[src/design/ssc_unused_none.sv]
`timescale 1ns/1ps
// intentionally empty

[src/design/ssc_pkg.sv]
// constants, field layouts and state types of the serial port status/control block
// assumes an AXI4-Lite master with 32-bit data drives the register file
package ssc_pkg;

    // ****************************************
    // register byte offsets
    // ****************************************
    localparam logic [7:0] OFS_DATA_BUF = 8'h00;
    localparam logic [7:0] OFS_SLV_ADDR = 8'h04;
    localparam logic [7:0] OFS_IRQ_STS = 8'h08;
    localparam logic [7:0] OFS_IRQ_MASK = 8'h0C;
    localparam logic [7:0] OFS_CONTROL = 8'h14;
    localparam logic [7:0] OFS_STATUS = 8'h94;

    // ****************************************
    // control field positions
    // ****************************************
    localparam int CTL_WRITE_COLLISION_FLAG = 7;
    localparam int CTL_OVFL = 6;
    localparam int CTL_EN = 5;
    localparam int CTL_CKP = 4;

    // ****************************************
    // port mode codes and dividers
    // ****************************************
    localparam logic [3:0] MODE_SPI_M4 = 4'h0;
    localparam logic [3:0] MODE_SPI_M16 = 4'h1;
    localparam logic [3:0] MODE_SPI_M64 = 4'h2;
    localparam logic [3:0] MODE_SPI_MTMR = 4'h3;
    localparam logic [3:0] MODE_SPI_S_SS = 4'h4;
    localparam logic [3:0] MODE_SPI_S = 4'h5;
    localparam logic [3:0] MODE_I2C_S7 = 4'h6;
    localparam logic [3:0] MODE_I2C_S10 = 4'h7;
    localparam logic [3:0] MODE_I2C_FWM = 4'hB;
    localparam logic [3:0] MODE_I2C_S7_SP = 4'hE;
    localparam logic [3:0] MODE_I2C_S10_SP = 4'hF;
    localparam logic [6:0] DIV_4 = 7'h04;
    localparam logic [6:0] DIV_16 = 7'h10;
    localparam logic [6:0] DIV_64 = 7'h40;
    localparam logic [6:0] DIV_NONE = 7'h00;

    // ****************************************
    // interrupt bit positions and bus answers
    // ****************************************
    localparam int IRQ_W = 5;
    localparam int IRQ_BYTE = 0;
    localparam int IRQ_WRITE_COLLISION_FLAG = 1;
    localparam int IRQ_OVFL = 2;
    localparam int IRQ_START = 3;
    localparam int IRQ_STOP = 4;
    localparam logic [1:0] RESP_OKAY = 2'h0;
    localparam logic [1:0] RESP_SLVERR = 2'h2;
    localparam logic [7:0] RST_BYTE = 8'h00;

    // ****************************************
    // status register layout, top two bits unused
    // ****************************************
    typedef struct packed {
        logic data_not_addr;
        logic stop_seen;
        logic start_seen;
        logic read_dir;
        logic address_update_flag;
        logic buffer_full_flag;
    } ssc_status_t;

    // ****************************************
    // whole state of the block
    // ****************************************
    typedef struct packed {
        logic awready;
        logic wready;
        logic aw_held;
        logic w_held;
        logic [7:0] aw_addr;
        logic [7:0] w_byte;
        logic w_lane0;
        logic bvalid;
        logic [1:0] bresp;
        logic arready;
        logic rvalid;
        logic [31:0] rdata;
        logic [1:0] rresp;
        logic write_collision_flag;
        logic receive_overflow_flag;
        logic port_enable_bit;
        logic clock_polarity_bit;
        logic [3:0] port_mode_field;
        logic i2c_sel;
        logic spi_master;
        logic [6:0] spi_divider;
        ssc_status_t sts;
        logic tx_in_flight;
        logic [7:0] serial_data_buffer;
        logic [7:0] slave_address_register;
        logic tx_load;
        logic [7:0] tx_data;
        logic [IRQ_W-1:0] irq_sts;
        logic [IRQ_W-1:0] irq_mask;
        logic irq;
    } ssc_state_t;

endpackage : ssc_pkg

[src/design/ssc_top.sv]
// serial port status and control flags with an AXI4-Lite register file
// assumes the shift engines drive the event inputs as one-cycle pulses on i_clk_sys
//
// The AXI4-Lite slave port was decided locally.
`timescale 1ns/1ps

module ssc_top #(
    parameter int ADDR_W = 8
) (
    // clock and reset
    input wire logic i_clk_sys,
    input wire logic i_rst,
    // axi4-lite write address and data
    input wire logic [ADDR_W-1:0] i_awaddr,
    input wire logic i_awvalid,
    output logic o_awready,
    input wire logic [31:0] i_wdata,
    input wire logic [3:0] i_wstrb,
    input wire logic i_wvalid,
    output logic o_wready,
    // axi4-lite write response
    output logic o_bvalid,
    output logic [1:0] o_bresp,
    input wire logic i_bready,
    // axi4-lite read
    input wire logic [ADDR_W-1:0] i_araddr,
    input wire logic i_arvalid,
    output logic o_arready,
    output logic o_rvalid,
    output logic [31:0] o_rdata,
    output logic [1:0] o_rresp,
    input wire logic i_rready,
    // shift engine events
    input wire logic i_shift_busy,
    input wire logic i_rx_done,
    input wire logic [7:0] i_rx_data,
    input wire logic i_tx_done,
    input wire logic i_byte_is_data,
    input wire logic i_start_det,
    input wire logic i_stop_det,
    input wire logic i_addr_match,
    input wire logic i_rw_bit,
    input wire logic i_ack_det,
    input wire logic i_ua_req,
    // engine configuration
    output logic o_pins_to_port,
    output logic o_i2c_sel,
    output logic o_spi_master,
    output logic [6:0] o_spi_divider,
    output logic o_clk_idle_high,
    output logic o_i2c_clk_release,
    output logic [3:0] o_port_mode,
    output logic [7:0] o_slave_addr,
    output logic o_tx_load,
    output logic [7:0] o_tx_data,
    // interrupt
    output logic o_irq
);

    // ****************************************
    // elaboration checks
    // ****************************************
    if (ADDR_W < 8)
    begin : g_addr_chk
        $error("ssc_top: ADDR_W must be at least 8");
    end
    // ****************************************
    // mode decoding
    // ****************************************
    function automatic logic ssc_is_i2c(input logic [3:0] m);
        ssc_is_i2c = (m == ssc_pkg::MODE_I2C_S7) || (m == ssc_pkg::MODE_I2C_S10)
            || (m == ssc_pkg::MODE_I2C_FWM) || (m == ssc_pkg::MODE_I2C_S7_SP)
            || (m == ssc_pkg::MODE_I2C_S10_SP);
    endfunction : ssc_is_i2c
    function automatic logic ssc_is_spi_master(input logic [3:0] m);
        ssc_is_spi_master = (m == ssc_pkg::MODE_SPI_M4) || (m == ssc_pkg::MODE_SPI_M16)
            || (m == ssc_pkg::MODE_SPI_M64) || (m == ssc_pkg::MODE_SPI_MTMR);
    endfunction : ssc_is_spi_master
    function automatic logic ssc_is_ten_bit(input logic [3:0] m);
        ssc_is_ten_bit = (m == ssc_pkg::MODE_I2C_S10) || (m == ssc_pkg::MODE_I2C_S10_SP);
    endfunction : ssc_is_ten_bit
    function automatic logic ssc_sp_irq(input logic [3:0] m);
        ssc_sp_irq = (m == ssc_pkg::MODE_I2C_S7_SP) || (m == ssc_pkg::MODE_I2C_S10_SP);
    endfunction : ssc_sp_irq
    function automatic logic [6:0] ssc_divider(input logic [3:0] m);
        unique case (m)
            ssc_pkg::MODE_SPI_M4: ssc_divider = ssc_pkg::DIV_4;
            ssc_pkg::MODE_SPI_M16: ssc_divider = ssc_pkg::DIV_16;
            ssc_pkg::MODE_SPI_M64: ssc_divider = ssc_pkg::DIV_64;
            default: ssc_divider = ssc_pkg::DIV_NONE;
        endcase
    endfunction : ssc_divider
    // ****************************************
    // state
    // ****************************************
    ssc_pkg::ssc_state_t st_reg;
    ssc_pkg::ssc_state_t st_next;
    logic do_write;
    logic do_read;
    logic i2c_on;
    logic [7:0] wb;
    logic [7:0] rd_addr;
    logic buf_write;
    logic buf_read;
    logic [ssc_pkg::IRQ_W-1:0] ev;
    always_comb
    begin
        st_next = st_reg;
        wb = st_reg.w_byte;
        rd_addr = i_araddr[7:0];
        ev = '0;
        i2c_on = st_reg.i2c_sel;
        do_write = st_reg.aw_held && st_reg.w_held && !st_reg.bvalid;
        do_read = i_arvalid && st_reg.arready;
        buf_write = do_write && st_reg.w_lane0 && (st_reg.aw_addr == ssc_pkg::OFS_DATA_BUF);
        buf_read = do_read && (rd_addr == ssc_pkg::OFS_DATA_BUF);
        // write channel capture, either order
        if (i_awvalid && st_reg.awready)
        begin
            st_next.aw_held = 1'b1;
            st_next.aw_addr = i_awaddr[7:0];
        end
        if (i_wvalid && st_reg.wready)
        begin
            st_next.w_held = 1'b1;
            st_next.w_byte = i_wdata[7:0];
            st_next.w_lane0 = i_wstrb[0];
        end
        if (st_reg.bvalid && i_bready)
        begin
            st_next.bvalid = 1'b0;
        end
        // register writes
        st_next.tx_load = 1'b0;
        if (do_write)
        begin
            st_next.aw_held = 1'b0;
            st_next.w_held = 1'b0;
            st_next.bvalid = 1'b1;
            st_next.bresp = ssc_pkg::RESP_OKAY;
            unique case (st_reg.aw_addr)
                ssc_pkg::OFS_CONTROL:
                begin
                    if (st_reg.w_lane0)
                    begin
                        // flags only clear from software, a set event below still wins
                        st_next.write_collision_flag = st_reg.write_collision_flag
                            && wb[ssc_pkg::CTL_WRITE_COLLISION_FLAG];
                        st_next.receive_overflow_flag = st_reg.receive_overflow_flag
                            && wb[ssc_pkg::CTL_OVFL];
                        st_next.port_enable_bit = wb[ssc_pkg::CTL_EN];
                        st_next.clock_polarity_bit = wb[ssc_pkg::CTL_CKP];
                        st_next.port_mode_field = wb[3:0];
                    end
                end
                ssc_pkg::OFS_STATUS, ssc_pkg::OFS_DATA_BUF:
                begin
                    st_next.sts = st_reg.sts;
                end
                ssc_pkg::OFS_SLV_ADDR:
                begin
                    if (st_reg.w_lane0)
                    begin
                        st_next.slave_address_register = wb;
                        st_next.sts.address_update_flag = 1'b0;
                    end
                end
                ssc_pkg::OFS_IRQ_STS:
                begin
                    if (st_reg.w_lane0)
                    begin
                        st_next.irq_sts = st_reg.irq_sts & ~wb[ssc_pkg::IRQ_W-1:0];
                    end
                end
                ssc_pkg::OFS_IRQ_MASK:
                begin
                    if (st_reg.w_lane0)
                    begin
                        st_next.irq_mask = wb[ssc_pkg::IRQ_W-1:0];
                    end
                end
                default:
                begin
                    st_next.bresp = ssc_pkg::RESP_SLVERR;
                end
            endcase
        end
        // data buffer write: load or collide
        if (buf_write)
        begin
            if (i_shift_busy || st_reg.tx_in_flight)
            begin
                // the word is dropped so the running shift stays intact
                st_next.write_collision_flag = 1'b1;
                ev[ssc_pkg::IRQ_WRITE_COLLISION_FLAG] = 1'b1;
            end
            else if (st_reg.port_enable_bit)
            begin
                st_next.tx_load = 1'b1;
                st_next.tx_data = wb;
                st_next.serial_data_buffer = wb;
                st_next.tx_in_flight = 1'b1;
                if (i2c_on)
                begin
                    st_next.sts.buffer_full_flag = 1'b1;
                end
            end
        end
        // read channel
        if (st_reg.rvalid && i_rready)
        begin
            st_next.rvalid = 1'b0;
        end
        if (do_read)
        begin
            st_next.rvalid = 1'b1;
            st_next.rresp = ssc_pkg::RESP_OKAY;
            st_next.rdata = '0;
            unique case (rd_addr)
                ssc_pkg::OFS_CONTROL:
                    st_next.rdata[7:0] = {st_reg.write_collision_flag,
                        st_reg.receive_overflow_flag, st_reg.port_enable_bit,
                        st_reg.clock_polarity_bit, st_reg.port_mode_field};
                ssc_pkg::OFS_STATUS:
                    st_next.rdata[7:0] = {2'h0, st_reg.sts};
                ssc_pkg::OFS_DATA_BUF:
                    st_next.rdata[7:0] = st_reg.serial_data_buffer;
                ssc_pkg::OFS_SLV_ADDR:
                    st_next.rdata[7:0] = st_reg.slave_address_register;
                ssc_pkg::OFS_IRQ_STS:
                    st_next.rdata[ssc_pkg::IRQ_W-1:0] = st_reg.irq_sts;
                ssc_pkg::OFS_IRQ_MASK:
                    st_next.rdata[ssc_pkg::IRQ_W-1:0] = st_reg.irq_mask;
                default:
                    st_next.rresp = ssc_pkg::RESP_SLVERR;
            endcase
            if (buf_read && !st_reg.tx_in_flight)
            begin
                st_next.sts.buffer_full_flag = 1'b0;
            end
        end
        // engine events
        if (i_tx_done && st_reg.port_enable_bit)
        begin
            st_next.tx_in_flight = 1'b0;
            ev[ssc_pkg::IRQ_BYTE] = 1'b1;
            if (i2c_on && !i_rx_done)
            begin
                st_next.sts.buffer_full_flag = 1'b0;
            end
        end
        if (i_rx_done && st_reg.port_enable_bit)
        begin
            ev[ssc_pkg::IRQ_BYTE] = 1'b1;
            // a spi master starts every byte itself, so it cannot overrun
            if (st_reg.sts.buffer_full_flag && !buf_read
                && !ssc_is_spi_master(st_reg.port_mode_field))
            begin
                st_next.receive_overflow_flag = 1'b1;
                ev[ssc_pkg::IRQ_OVFL] = 1'b1;
            end
            else
            begin
                st_next.serial_data_buffer = i_rx_data;
                st_next.sts.buffer_full_flag = 1'b1;
            end
            if (i2c_on)
            begin
                st_next.sts.data_not_addr = i_byte_is_data;
            end
        end
        if (i2c_on)
        begin
            if (i_start_det || i_stop_det || i_ack_det)
            begin
                st_next.sts.read_dir = 1'b0;
            end
            if (i_addr_match)
            begin
                st_next.sts.read_dir = i_rw_bit;
            end
            if (i_start_det)
            begin
                st_next.sts.start_seen = 1'b1;
                st_next.sts.stop_seen = 1'b0;
                ev[ssc_pkg::IRQ_START] = ssc_sp_irq(st_reg.port_mode_field);
            end
            if (i_stop_det)
            begin
                st_next.sts.stop_seen = 1'b1;
                st_next.sts.start_seen = 1'b0;
                ev[ssc_pkg::IRQ_STOP] = ssc_sp_irq(st_reg.port_mode_field);
            end
            if (i_ua_req && ssc_is_ten_bit(st_reg.port_mode_field))
            begin
                st_next.sts.address_update_flag = 1'b1;
            end
        end
        if (!st_next.port_enable_bit)
        begin
            st_next.sts.start_seen = 1'b0;
            st_next.sts.stop_seen = 1'b0;
            st_next.tx_in_flight = 1'b0;
        end
        // decoded here so the engine selects leave straight from flops
        st_next.i2c_sel = st_next.port_enable_bit && ssc_is_i2c(st_next.port_mode_field);
        st_next.spi_master = st_next.port_enable_bit && ssc_is_spi_master(st_next.port_mode_field);
        st_next.spi_divider = ssc_divider(st_next.port_mode_field);
        // interrupt, set wins over clear
        st_next.irq_sts = st_next.irq_sts | ev;
        st_next.irq = |(st_next.irq_sts & st_next.irq_mask);
        st_next.awready = !st_next.aw_held && !st_next.bvalid;
        st_next.wready = !st_next.w_held && !st_next.bvalid;
        st_next.arready = !st_next.rvalid;
    end

    always_ff @(posedge i_clk_sys)
    begin
        if (i_rst)
        begin
            st_reg <= '0;
        end
        else
        begin
            st_reg <= st_next;
        end
    end

    // ****************************************
    // outputs, all from the state register
    // ****************************************
    assign o_awready = st_reg.awready;
    assign o_wready = st_reg.wready;
    assign o_bvalid = st_reg.bvalid;
    assign o_bresp = st_reg.bresp;
    assign o_arready = st_reg.arready;
    assign o_rvalid = st_reg.rvalid;
    assign o_rdata = st_reg.rdata;
    assign o_rresp = st_reg.rresp;
    assign o_pins_to_port = st_reg.port_enable_bit;
    assign o_i2c_sel = st_reg.i2c_sel;
    assign o_spi_master = st_reg.spi_master;
    assign o_spi_divider = st_reg.spi_divider;
    assign o_clk_idle_high = st_reg.clock_polarity_bit;
    assign o_i2c_clk_release = st_reg.clock_polarity_bit;
    assign o_port_mode = st_reg.port_mode_field;
    assign o_slave_addr = st_reg.slave_address_register;
    assign o_tx_load = st_reg.tx_load;
    assign o_tx_data = st_reg.tx_data;
    assign o_irq = st_reg.irq;

endmodule : ssc_top

[config.mk]
export PLATFORM = sky130hd
export DESIGN_NAME = ssc_top
export DESIGN_NICKNAME = d
export VERILOG_FILES = /design/src/design/ssc_unused_none.sv /design/src/design/ssc_pkg.sv /design/src/design/ssc_top.sv
export SDC_FILE = /design/constraint.sdc
export NUM_CORES = 1
export LEC_CHECK = 0
export ABC_AREA = 1
export BUFFER_PORTS_ARGS = -buffer_cell sky130_fd_sc_hd__buf_2
export CAP_MARGIN = 5
export CORE_UTILIZATION = 50
export DETAILED_ROUTE_END_ITERATION = 10
export GPL_ROUTABILITY_DRIVEN = 0
export PLACE_DENSITY = 0.85
export SLEW_MARGIN = 15
export SYNTH_ARGS = -nofsm -noshare
export SYNTH_HDL_FRONTEND = slang
export SYNTH_SLANG_ARGS = --single-unit
[constraint.sdc]
create_clock -name i_clk_sys -period 1.57 [get_ports i_clk_sys]
set_input_delay 0.2355 -clock i_clk_sys [delete_from_list [all_inputs] [get_ports i_clk_sys]]
set_output_delay 0.2355 -clock i_clk_sys [all_outputs]
set_load 0.1 [all_outputs]
== Yosys cells after proc, flatten, opt, wreduce, memory -nomap -nowiden ==
Index checks and enable logic that the tools add are counted.
Storage, ports and cells
  register bits: 96
  word-level logic and storage cells: 183
  output and inout port bits: 75
Cells by class
  mux-type cells: 57
  bitwise logic cells: 7
  eq/ne operators: 24
  reductions and logical operators: 60
Operators with widths (number)
  $mux 10: 4
  $mux 8: 5
  $mux 35: 1
  $eq 8x4->1 const B: 4
  $pmux 5 s6: 1
  $mux 1: 29
  $logic_and 1x1->1: 23
  $pmux 7 s3: 1
  $eq 4x4->1 const B: 5
  $mux 5: 4
  $eq 4x2->1 const B: 4
  $eq 8x3->1 const B: 2
  $eq 8x5->1 const B: 2
  $eq 8x8->1 const B: 2
  $logic_not 8->1: 2
  $mux 2: 8
  $logic_or 1x1->1: 15
  $eq 4x3->1 const B: 3
  $pmux 3 s4: 1
  $reduce_or 6->1: 2
  $and 5x5->5: 2
  $logic_not 1->1: 9
  $mux 9: 1
  $reduce_and 3->1: 3
  10 further kinds: 15

== Depth between registers and ports, before layout ==
Gate-level depths: netlist of run 1.
  word-level depth: 13
  mapped depth: 11
  depth with buffers taken out: 11

== Worst setup path before layout of run 1 ==
Ideal clock, no wire load.
  path kind: register -> register
  start: register st_reg (netlist bit o_arready)
  end: register st_reg[33] in the netlist's numbering
  required time: 1.448 ns
  data arrival time: 2.001 ns
  slack: -0.553 ns
  period minus slack after synthesis: 2.123 ns
  stages on the path, launching flop included: 9
  cells stage by stage: dfxtp_1 > nand2_1 > inv_1 > nand2_1 > nand2_1 > nand2_1 > buf_6 > o21ai_0 > a31oi_1
Between the ends
  cells in the longest elaborated chain, start to end: 7
RTL lines
  start: declaration: line ssc_top.sv:96  | ssc_pkg::ssc_state_t st_reg;
  start signal: assignment: line ssc_top.sv:325  | st_reg <= st_next;
  $logic_and 1x1->1: line ssc_top.sv:114  | do_read = i_arvalid && st_reg.arready;
  $logic_and 1x1->1: line ssc_top.sv:116  | buf_read = do_read && (rd_addr == ssc_pkg::OFS_DATA_BUF);
  $logic_not 1->1: line ssc_top.sv:256  | if (st_reg.sts.buffer_full_flag && !buf_read
  $logic_and 1x1->1: line ssc_top.sv:256
  $logic_and 1x1->1: line ssc_top.sv:257  | && !ssc_is_spi_master(st_reg.port_mode_field))
  $mux 8: line ssc_top.sv:256
  $mux 8: line ssc_top.sv:252  | if (i_rx_done && st_reg.port_enable_bit)
Every way passes these cells.
A chain may end at the register's enable or synchronous reset.

== Final worst setup path of run 1 ==
  start: register st_reg[115] in the netlist's numbering
  end: register st_reg (netlist bit o_irq)
Between the ends
  cells in the longest elaborated chain, start to end: 6
RTL lines
  $eq 8x4->1 or $logic_not 8->1 (tied branches): line ssc_top.sv:141, ssc_top.sv:115
  $mux 5 or $logic_and 1x1->1 (tied branches): line ssc_top.sv:141, ssc_top.sv:115
  $mux 10 or $mux 1 (tied branches): line ssc_top.sv:135, ssc_top.sv:189
  $or 5x5->5: line ssc_top.sv:310  | st_next.irq_sts = st_next.irq_sts | ev;
  $and 5x5->5 *: line ssc_top.sv:311  | st_next.irq = |(st_next.irq_sts & st_next.irq_mask);
  $reduce_or 5->1 *: line ssc_top.sv:311
Mark *: on every way between the ends. The rest lies on a longest branch, timed or not.

==> results of run 1 <==
## Yosys cell counts, types with 7 or more instances
| cell type | instances |
|---|---|
| a31oi_1 | 8 |
| nand2_1 | 136 |
| a21oi_1 | 48 |
| nor3_1 | 7 |
| dfxtp_1 | 90 |
| nand3_1 | 36 |
| o21ai_0 | 47 |
| buf_4 | 64 |
| clkbuf_1 | 10 |
| nor2_1 | 78 |
| inv_1 | 47 |
## placed cells by master (no fill, tap or decap), types with 2 or more instances in the layout
master and n:
conb_1 30, buf_4 36, nand4_4 2, dfxtp_4 2
nand2b_1 3, a21oi_1 48, nor2_2 6, nor2_4 7
clkinv_4 2, nand3_2 4, o21ai_2 2, nand2_1 133
a31oi_1 8, inv_6 2, buf_2 94, o21ai_0 46
nand3_1 32, nand2_4 4, dfxtp_2 11, inv_1 46
or2_4 3, nor4_1 2, a22oi_1 3, clkbuf_8 11
dfxtp_1 77, nor2_1 71, nor3_1 5
## where the power goes
group	switching, mW	total, mW	internal [mW]
logic	0.664	0.831	0.167
clock network	0.877	1.56	0.684
registers	0.0493	2.38	2.34
## per-layer routing
layer  vias up  wire length (um)  GRT usage (%)
li1       2065                 -              -
met1      1920              4578          29.82
met2       261              5300          43.04
met3        34              1177          4.944
met4         0               370          13.56
met5         -                 0              0
## repair_timing
action	in CTS	in global routing
gates resized for setup	5	36
cloned	0	1
endpoints found under the setup margin	17	33
setup buffers	2	5
pin swaps	1	7
endpoints found under the hold margin	0	0
## cell type report
cell class / instances / area, um2
well taps: 105 / 131.4
inverters: 50 / 195.2
fillers: 699 / 3184
clock buffers: 11 / 151.4
flip-flops and latches: 90 / 1823
repair buffers: 131 / 752.0
multi-input cells: 423 / 2058
clock inverters: 5 / 45.04
## logic make-up (layout without fill, tap and decap cells)
kind of cell | count (synthesis) | count (layout) | synth area share (%)
and+or+nand+nor | 278 | 279 | 27.46
DFF | 90 | 90 | 41.24
other | 1 | 30 | 0.08583
buffers and inverters | 130 | 197 | 17.10
AOI/OAI and AO/OA | 114 | 114 | 14.12
## worst register-to-register path, cell delays in order, from the launching register on
cell	delay, ps
dfxtp_1	340
nor2_4	170
nand2_4	110
buf_4	170
nor3_4	200
nand3_2	150
nand2_1	110
nand2_1	50
nand2_1	70
nor2_1	50
nor2_1	80
## stage by stage
stage	area [um2]	hold slack, ps
global placement	4760	449.2
finish	5156	114.7
CTS	4987	101.3
floorplan	4492	382.5
detailed placement	4760	451.1
global route	5156	139.6
## how the worst max path moves through the flow
stage | end | depth (start not counted)
5_1_grt | o_irq | 10
3_5_place_dp | o_tx_data[0] | 6
6_report | o_irq | 10
3_3_place_gp | o_spi_divider[4] | 7
4_1_cts | st_reg[41] | 8
2_1_floorplan | st_reg[33] | 8
==> results.json, run 1 <==
{
  "cts_tree": "built",
  "synth_edf_count": 0,
  "outcome": "complete, no violations",
  "cpMostUsedCell": "nand2_1",
  "wl_per_cell_um": 14.02,
  "finalNetCount": 782,
  "ant_nets": 0,
  "htreeDepth": 3,
  "fin_crit_sh_pct": 99.56,
  "yosysSeqAreaShare_pct": 41.24,
  "die_x_um": 95.48,
  "hold_end": "st_reg[39]",
  "n_antenna_cell": 0,
  "clock_latency_ps": 380,
  "core_um2": 8341,
  "yosys-top-cells-area": "dfxtp_1 41%, nand2_1 12%, buf_4 11%, nor2_1 6.7%, a21oi_1 5.5%",
  "clk_pin_slew_worst_paths_ps": 100,
  "grt_pass1_wl_mm": 17.52,
  "ys.flop_type": "dfxtp_1",
  "area_growth_syn_to_layout_pct": 18.01,
  "regToRegSetupSlack_ps": 7,
  "cts.sinks": 90,
  "async_flop_share_pct": 0,
  "portBuffers": 94,
  "yosysUniqueCellTypes": 37,
  "holdBufCountCts": 0,
  "dr.pass1.iters": 6,
  "slew_violations": 0,
  "slowest_delay_ps": 340,
  "finish.utilization_pct": 61.82,
  "cts_root_buf": "clkbuf_8",
  "grt_overflow_total": 0,
  "grt_setup_unrepaired": "true",
  "drive_above_1_share_pct": 27.75,
  "fmax_ghz": 0.6398,
  "vias": 4280,
  "fin_worst_skew_ps": 14.16,
  "cts_max_path_buffers": 2,
  "syn-instance-count": 613,
  "cp_slowest_cell": "dfxtp_1",
  "cp.required_ps": 1880,
  "hp-class": "in -> reg",
  "die_area_um2": 9116,
  "hold_violations": 0,
  "crit_path_start": "st_reg[115]",
  "largest_reg_flops": 38,
  "min_from": "i_rw_bit",
  "worst_pin_slew_ps": 512.6,
  "synth_top_area_cell": "dfxtp_1",
  "setup_slack_ps": 6.930,
  "max-slew-margin-rel_pct": 66.06,
  "total_power_mw": 4.777,
  "drtIter0Drc": 522,
  "grt_max_degree": 45,
  "synth_seq_cells": 90,
  "arrival_ps": 1880,
  "dp_cells": 791,
  "start_util_pct": 52.39,
  "fin_crit_ps": 1563,
  "p_leak_nw": 2.417,
  "setup_tns_ps": 0,
  "worst_r2r_path_depth": 10,
  "endpoint_kind": "flip-flop",
  "cp_cell_sequence": "nor2_4, nand2_4, buf_4, nor3_4, nand3_2, nand2_1, nand2_1, nand2_1, nor2_1, nor2_1",
  "placementRows": 33,
  "dp_hpwl_mm": 8.136,
  "reg2reg_from": "st_reg[115]",
  "cap_violations": 0,
  "viasPerCell": 5.252,
  "syn_avg_cell_area_um2": 7.128,
  "min_path_cells": 3,
  "crit_family": "simple AND/OR/NAND/NOR gates",
  "grt_pass1_vias": 3841,
  "synth.top_cell.area_share_pct": 41.24,
  "rr_endpoint": "o_irq",
  "layout.cells.non_filler": 815,
  "cp_max_fo": 4,
  "vdd_drop_max_uv": 543.0,
  "worstSetupPathType": "reg -> reg",
  "wl_mm": 11.43,
  "critPathLaunchType": "flip-flop",
  "grt_usage_pct": 25.26,
  "cts_buffers": 9,
  "power_density_nw_per_um2": 926.4,
  "ys.warnings.count": 0,
  "antenna_found_initial": 0,
  "path_buf_inv": 1,
  "drc": 0,
  "synth_area_um2": 4369,
  "setup_violations": 0,
  "place_ws_ps": -33.68,
  "die_h_um": 95.48,
  "ios": 152
}
No activity file was read; power rests on OpenSTA's default activity.
==> run 2: changes to the inputs <==
CELL_PAD_IN_SITES_DETAIL_PLACEMENT = 0   (was not set)
CELL_PAD_IN_SITES_GLOBAL_PLACEMENT = 1   (was not set)
CORE_MARGIN = 5   (was not set)
CORE_UTILIZATION = 36   (was 50)
CTS_BUF_LIST = sky130_fd_sc_hd__clkbuf_8   (was not set)
PLACE_DENSITY = 0.87   (was 0.85)
==> run 2 against run 1 <==
  * Cell count grew 5.0%
  * Power is 0.61% higher
  * Sequential share of layout area decreased by 0.21 points
  * Clock power is 4% higher
  * Critical path depth is 9 lower
  * Clock skew increased by 3.6 ps
  * Via count is 5.4% lower
  * Hold slack improved by 9.5 ps
  * Sequential cell count unchanged
  * Clock-buffer cell count is 2 lower
  * Highest routed layer unchanged
==> results.json, run 2 (synthesis results as in run 1) <==
{
  "cp_max_fo": 3,
  "cts_tree": "built",
  "p_leak_nw": 2.404,
  "design_area_um2": 5187,
  "worstSetupPathType": "reg -> out",
  "layout.cells.non_filler": 856,
  "vdd_drop_max_uv": 423.1,
  "core_um2": 11960,
  "grt_pass1_wl_mm": 18.89,
  "holdBufCountCts": 0,
  "placed_area_um2": 4855,
  "clock_latency_ps": 360,
  "cp_cell_sequence": "buf_2",
  "cp.required_ps": 1330,
  "slowest_delay_ps": 470,
  "fin_crit_sh_pct": 96.66,
  "critPathLaunchType": "flip-flop",
  "slew_violations": 0,
  "htreeDepth": 3,
  "portBuffers": 94,
  "crit_family": "buffers and inverters",
  "cp_slowest_cell": "buf_2",
  "ant_nets": 0,
  "grt_overflow_total": 0,
  "antenna_found_initial": 0,
  "cts_buffers": 9,
  "dr.pass1.iters": 5,
  "arrival_ps": 1280,
  "finish.utilization_pct": 43.37,
  "cts.sinks": 90,
  "grt_setup_unrepaired": "true",
  "viasPerCell": 4.728,
  "area_growth_syn_to_layout_pct": 18.73,
  "wl_per_cell_um": 14.09,
  "fin_crit_ps": 1518,
  "drtIter0Drc": 170,
  "drc": 0,
  "dp_cells": 837,
  "hold_slack_ps": 124.2,
  "fill_cells": 1214,
  "fin_worst_skew_ps": 17.74,
  "power_density_nw_per_um2": 926.5,
  "outcome": "complete, no violations",
  "n_antenna_cell": 0,
  "dp_hpwl_mm": 9.227,
  "wl_mm": 12.06,
  "cts_max_path_buffers": 2,
  "endpoint_kind": "output pin",
  "grt_pass1_vias": 3836,
  "fmax_ghz": 0.6589,
  "placementRows": 40,
  "start_util_pct": 36.53,
  "largest_reg_flops": 38,
  "min_from": "i_wdata[6]",
  "register_area_um2": 1823,
  "die_x_um": 120.2,
  "final_cell_mix": "133 x nand2_1, 94 x buf_2, 77 x dfxtp_1",
  "grt_max_degree": 45,
  "die_h_um": 120.2,
  "ios": 152,
  "final_common_cell": "nand2_1",
  "hold_violations": 0,
  "clk_pin_slew_worst_paths_ps": 100,
  "multiInputGateArea_um2": 2037,
  "grt_usage_pct": 16.39,
  "setup_violations": 0,
  "cts_root_buf": "clkbuf_8",
  "die_area_um2": 14440,
  "hp-class": "in -> reg",
  "setup_slack_ps": 52.39,
  "path_buf_inv": 1,
  "crit_path_start": "o_slave_addr[6]",
  "finalNetCount": 781,
  "vias": 4047,
  "drive_above_1_share_pct": 27.64,
  "cap_violations": 0,
  "place_ws_ps": -26.80,
  "reg2reg_from": "st_reg[112]"
}
## run 2: cell types whose count changed in the layout (fill, tap and decap cells not counted), sizes merged
cell    previous run  this run
buf              131       130
bufinv             0         1
clkbuf            11         9
clkinv             3         2
inv               51        53
## run 2: worst paths after layout
path / to / slack, ps / depth (start not counted)
max: o_slave_addr[6] / 50 / 1
min: wb[6] / 120 / 3
max reg2reg: o_spi_divider[4] / 60 / 8
min reg2reg: o_tx_data[3] / 460 / 2
## run 2: what timing repair did
item                       CTS  global route
cloned                       0             1
gates resized for setup      2            33
setup buffers                0             2
pin swaps                    1            12
setup endpoints to repair    2            22
## run 2: cell type report
class	instances	share of cell area [%]
inverters	50	3.666
well taps	147	3.546
repair buffers	130	14.59
flip-flops and latches	90	35.14
clock buffers	9	2.388
multi-input cells	423	39.27
clock inverters	7	1.399
## run 2: metal layers
layer,vias up,share of wire [%],global-route usage [%]
met5,-,0,0
met4,0,2.4,6.371
met3,18,6.9,3.770
met2,136,45,25.82
met1,1824,46,21.75
li1,2069,-,-
## run 2: report_power, final
| group | internal, mW | switching [mW] | leakage (nW) |
|---|---|---|---|
| sequential | 2.34 | 0.0497 | 0.735 |
| clock | 0.747 | 0.874 | 0.101 |
| combinational | 0.152 | 0.649 | 1.57 |
| total | 3.23 | 1.57 | 2.40 |
## run 2: through the flow
step	setup TNS, ps	power [mW]
after floorplan	0	3.078
after global placement	0	3.178
after detailed placement	-137.6	3.187
after CTS	0	4.807
after global routing	-240.5	5.010
final	0	4.806
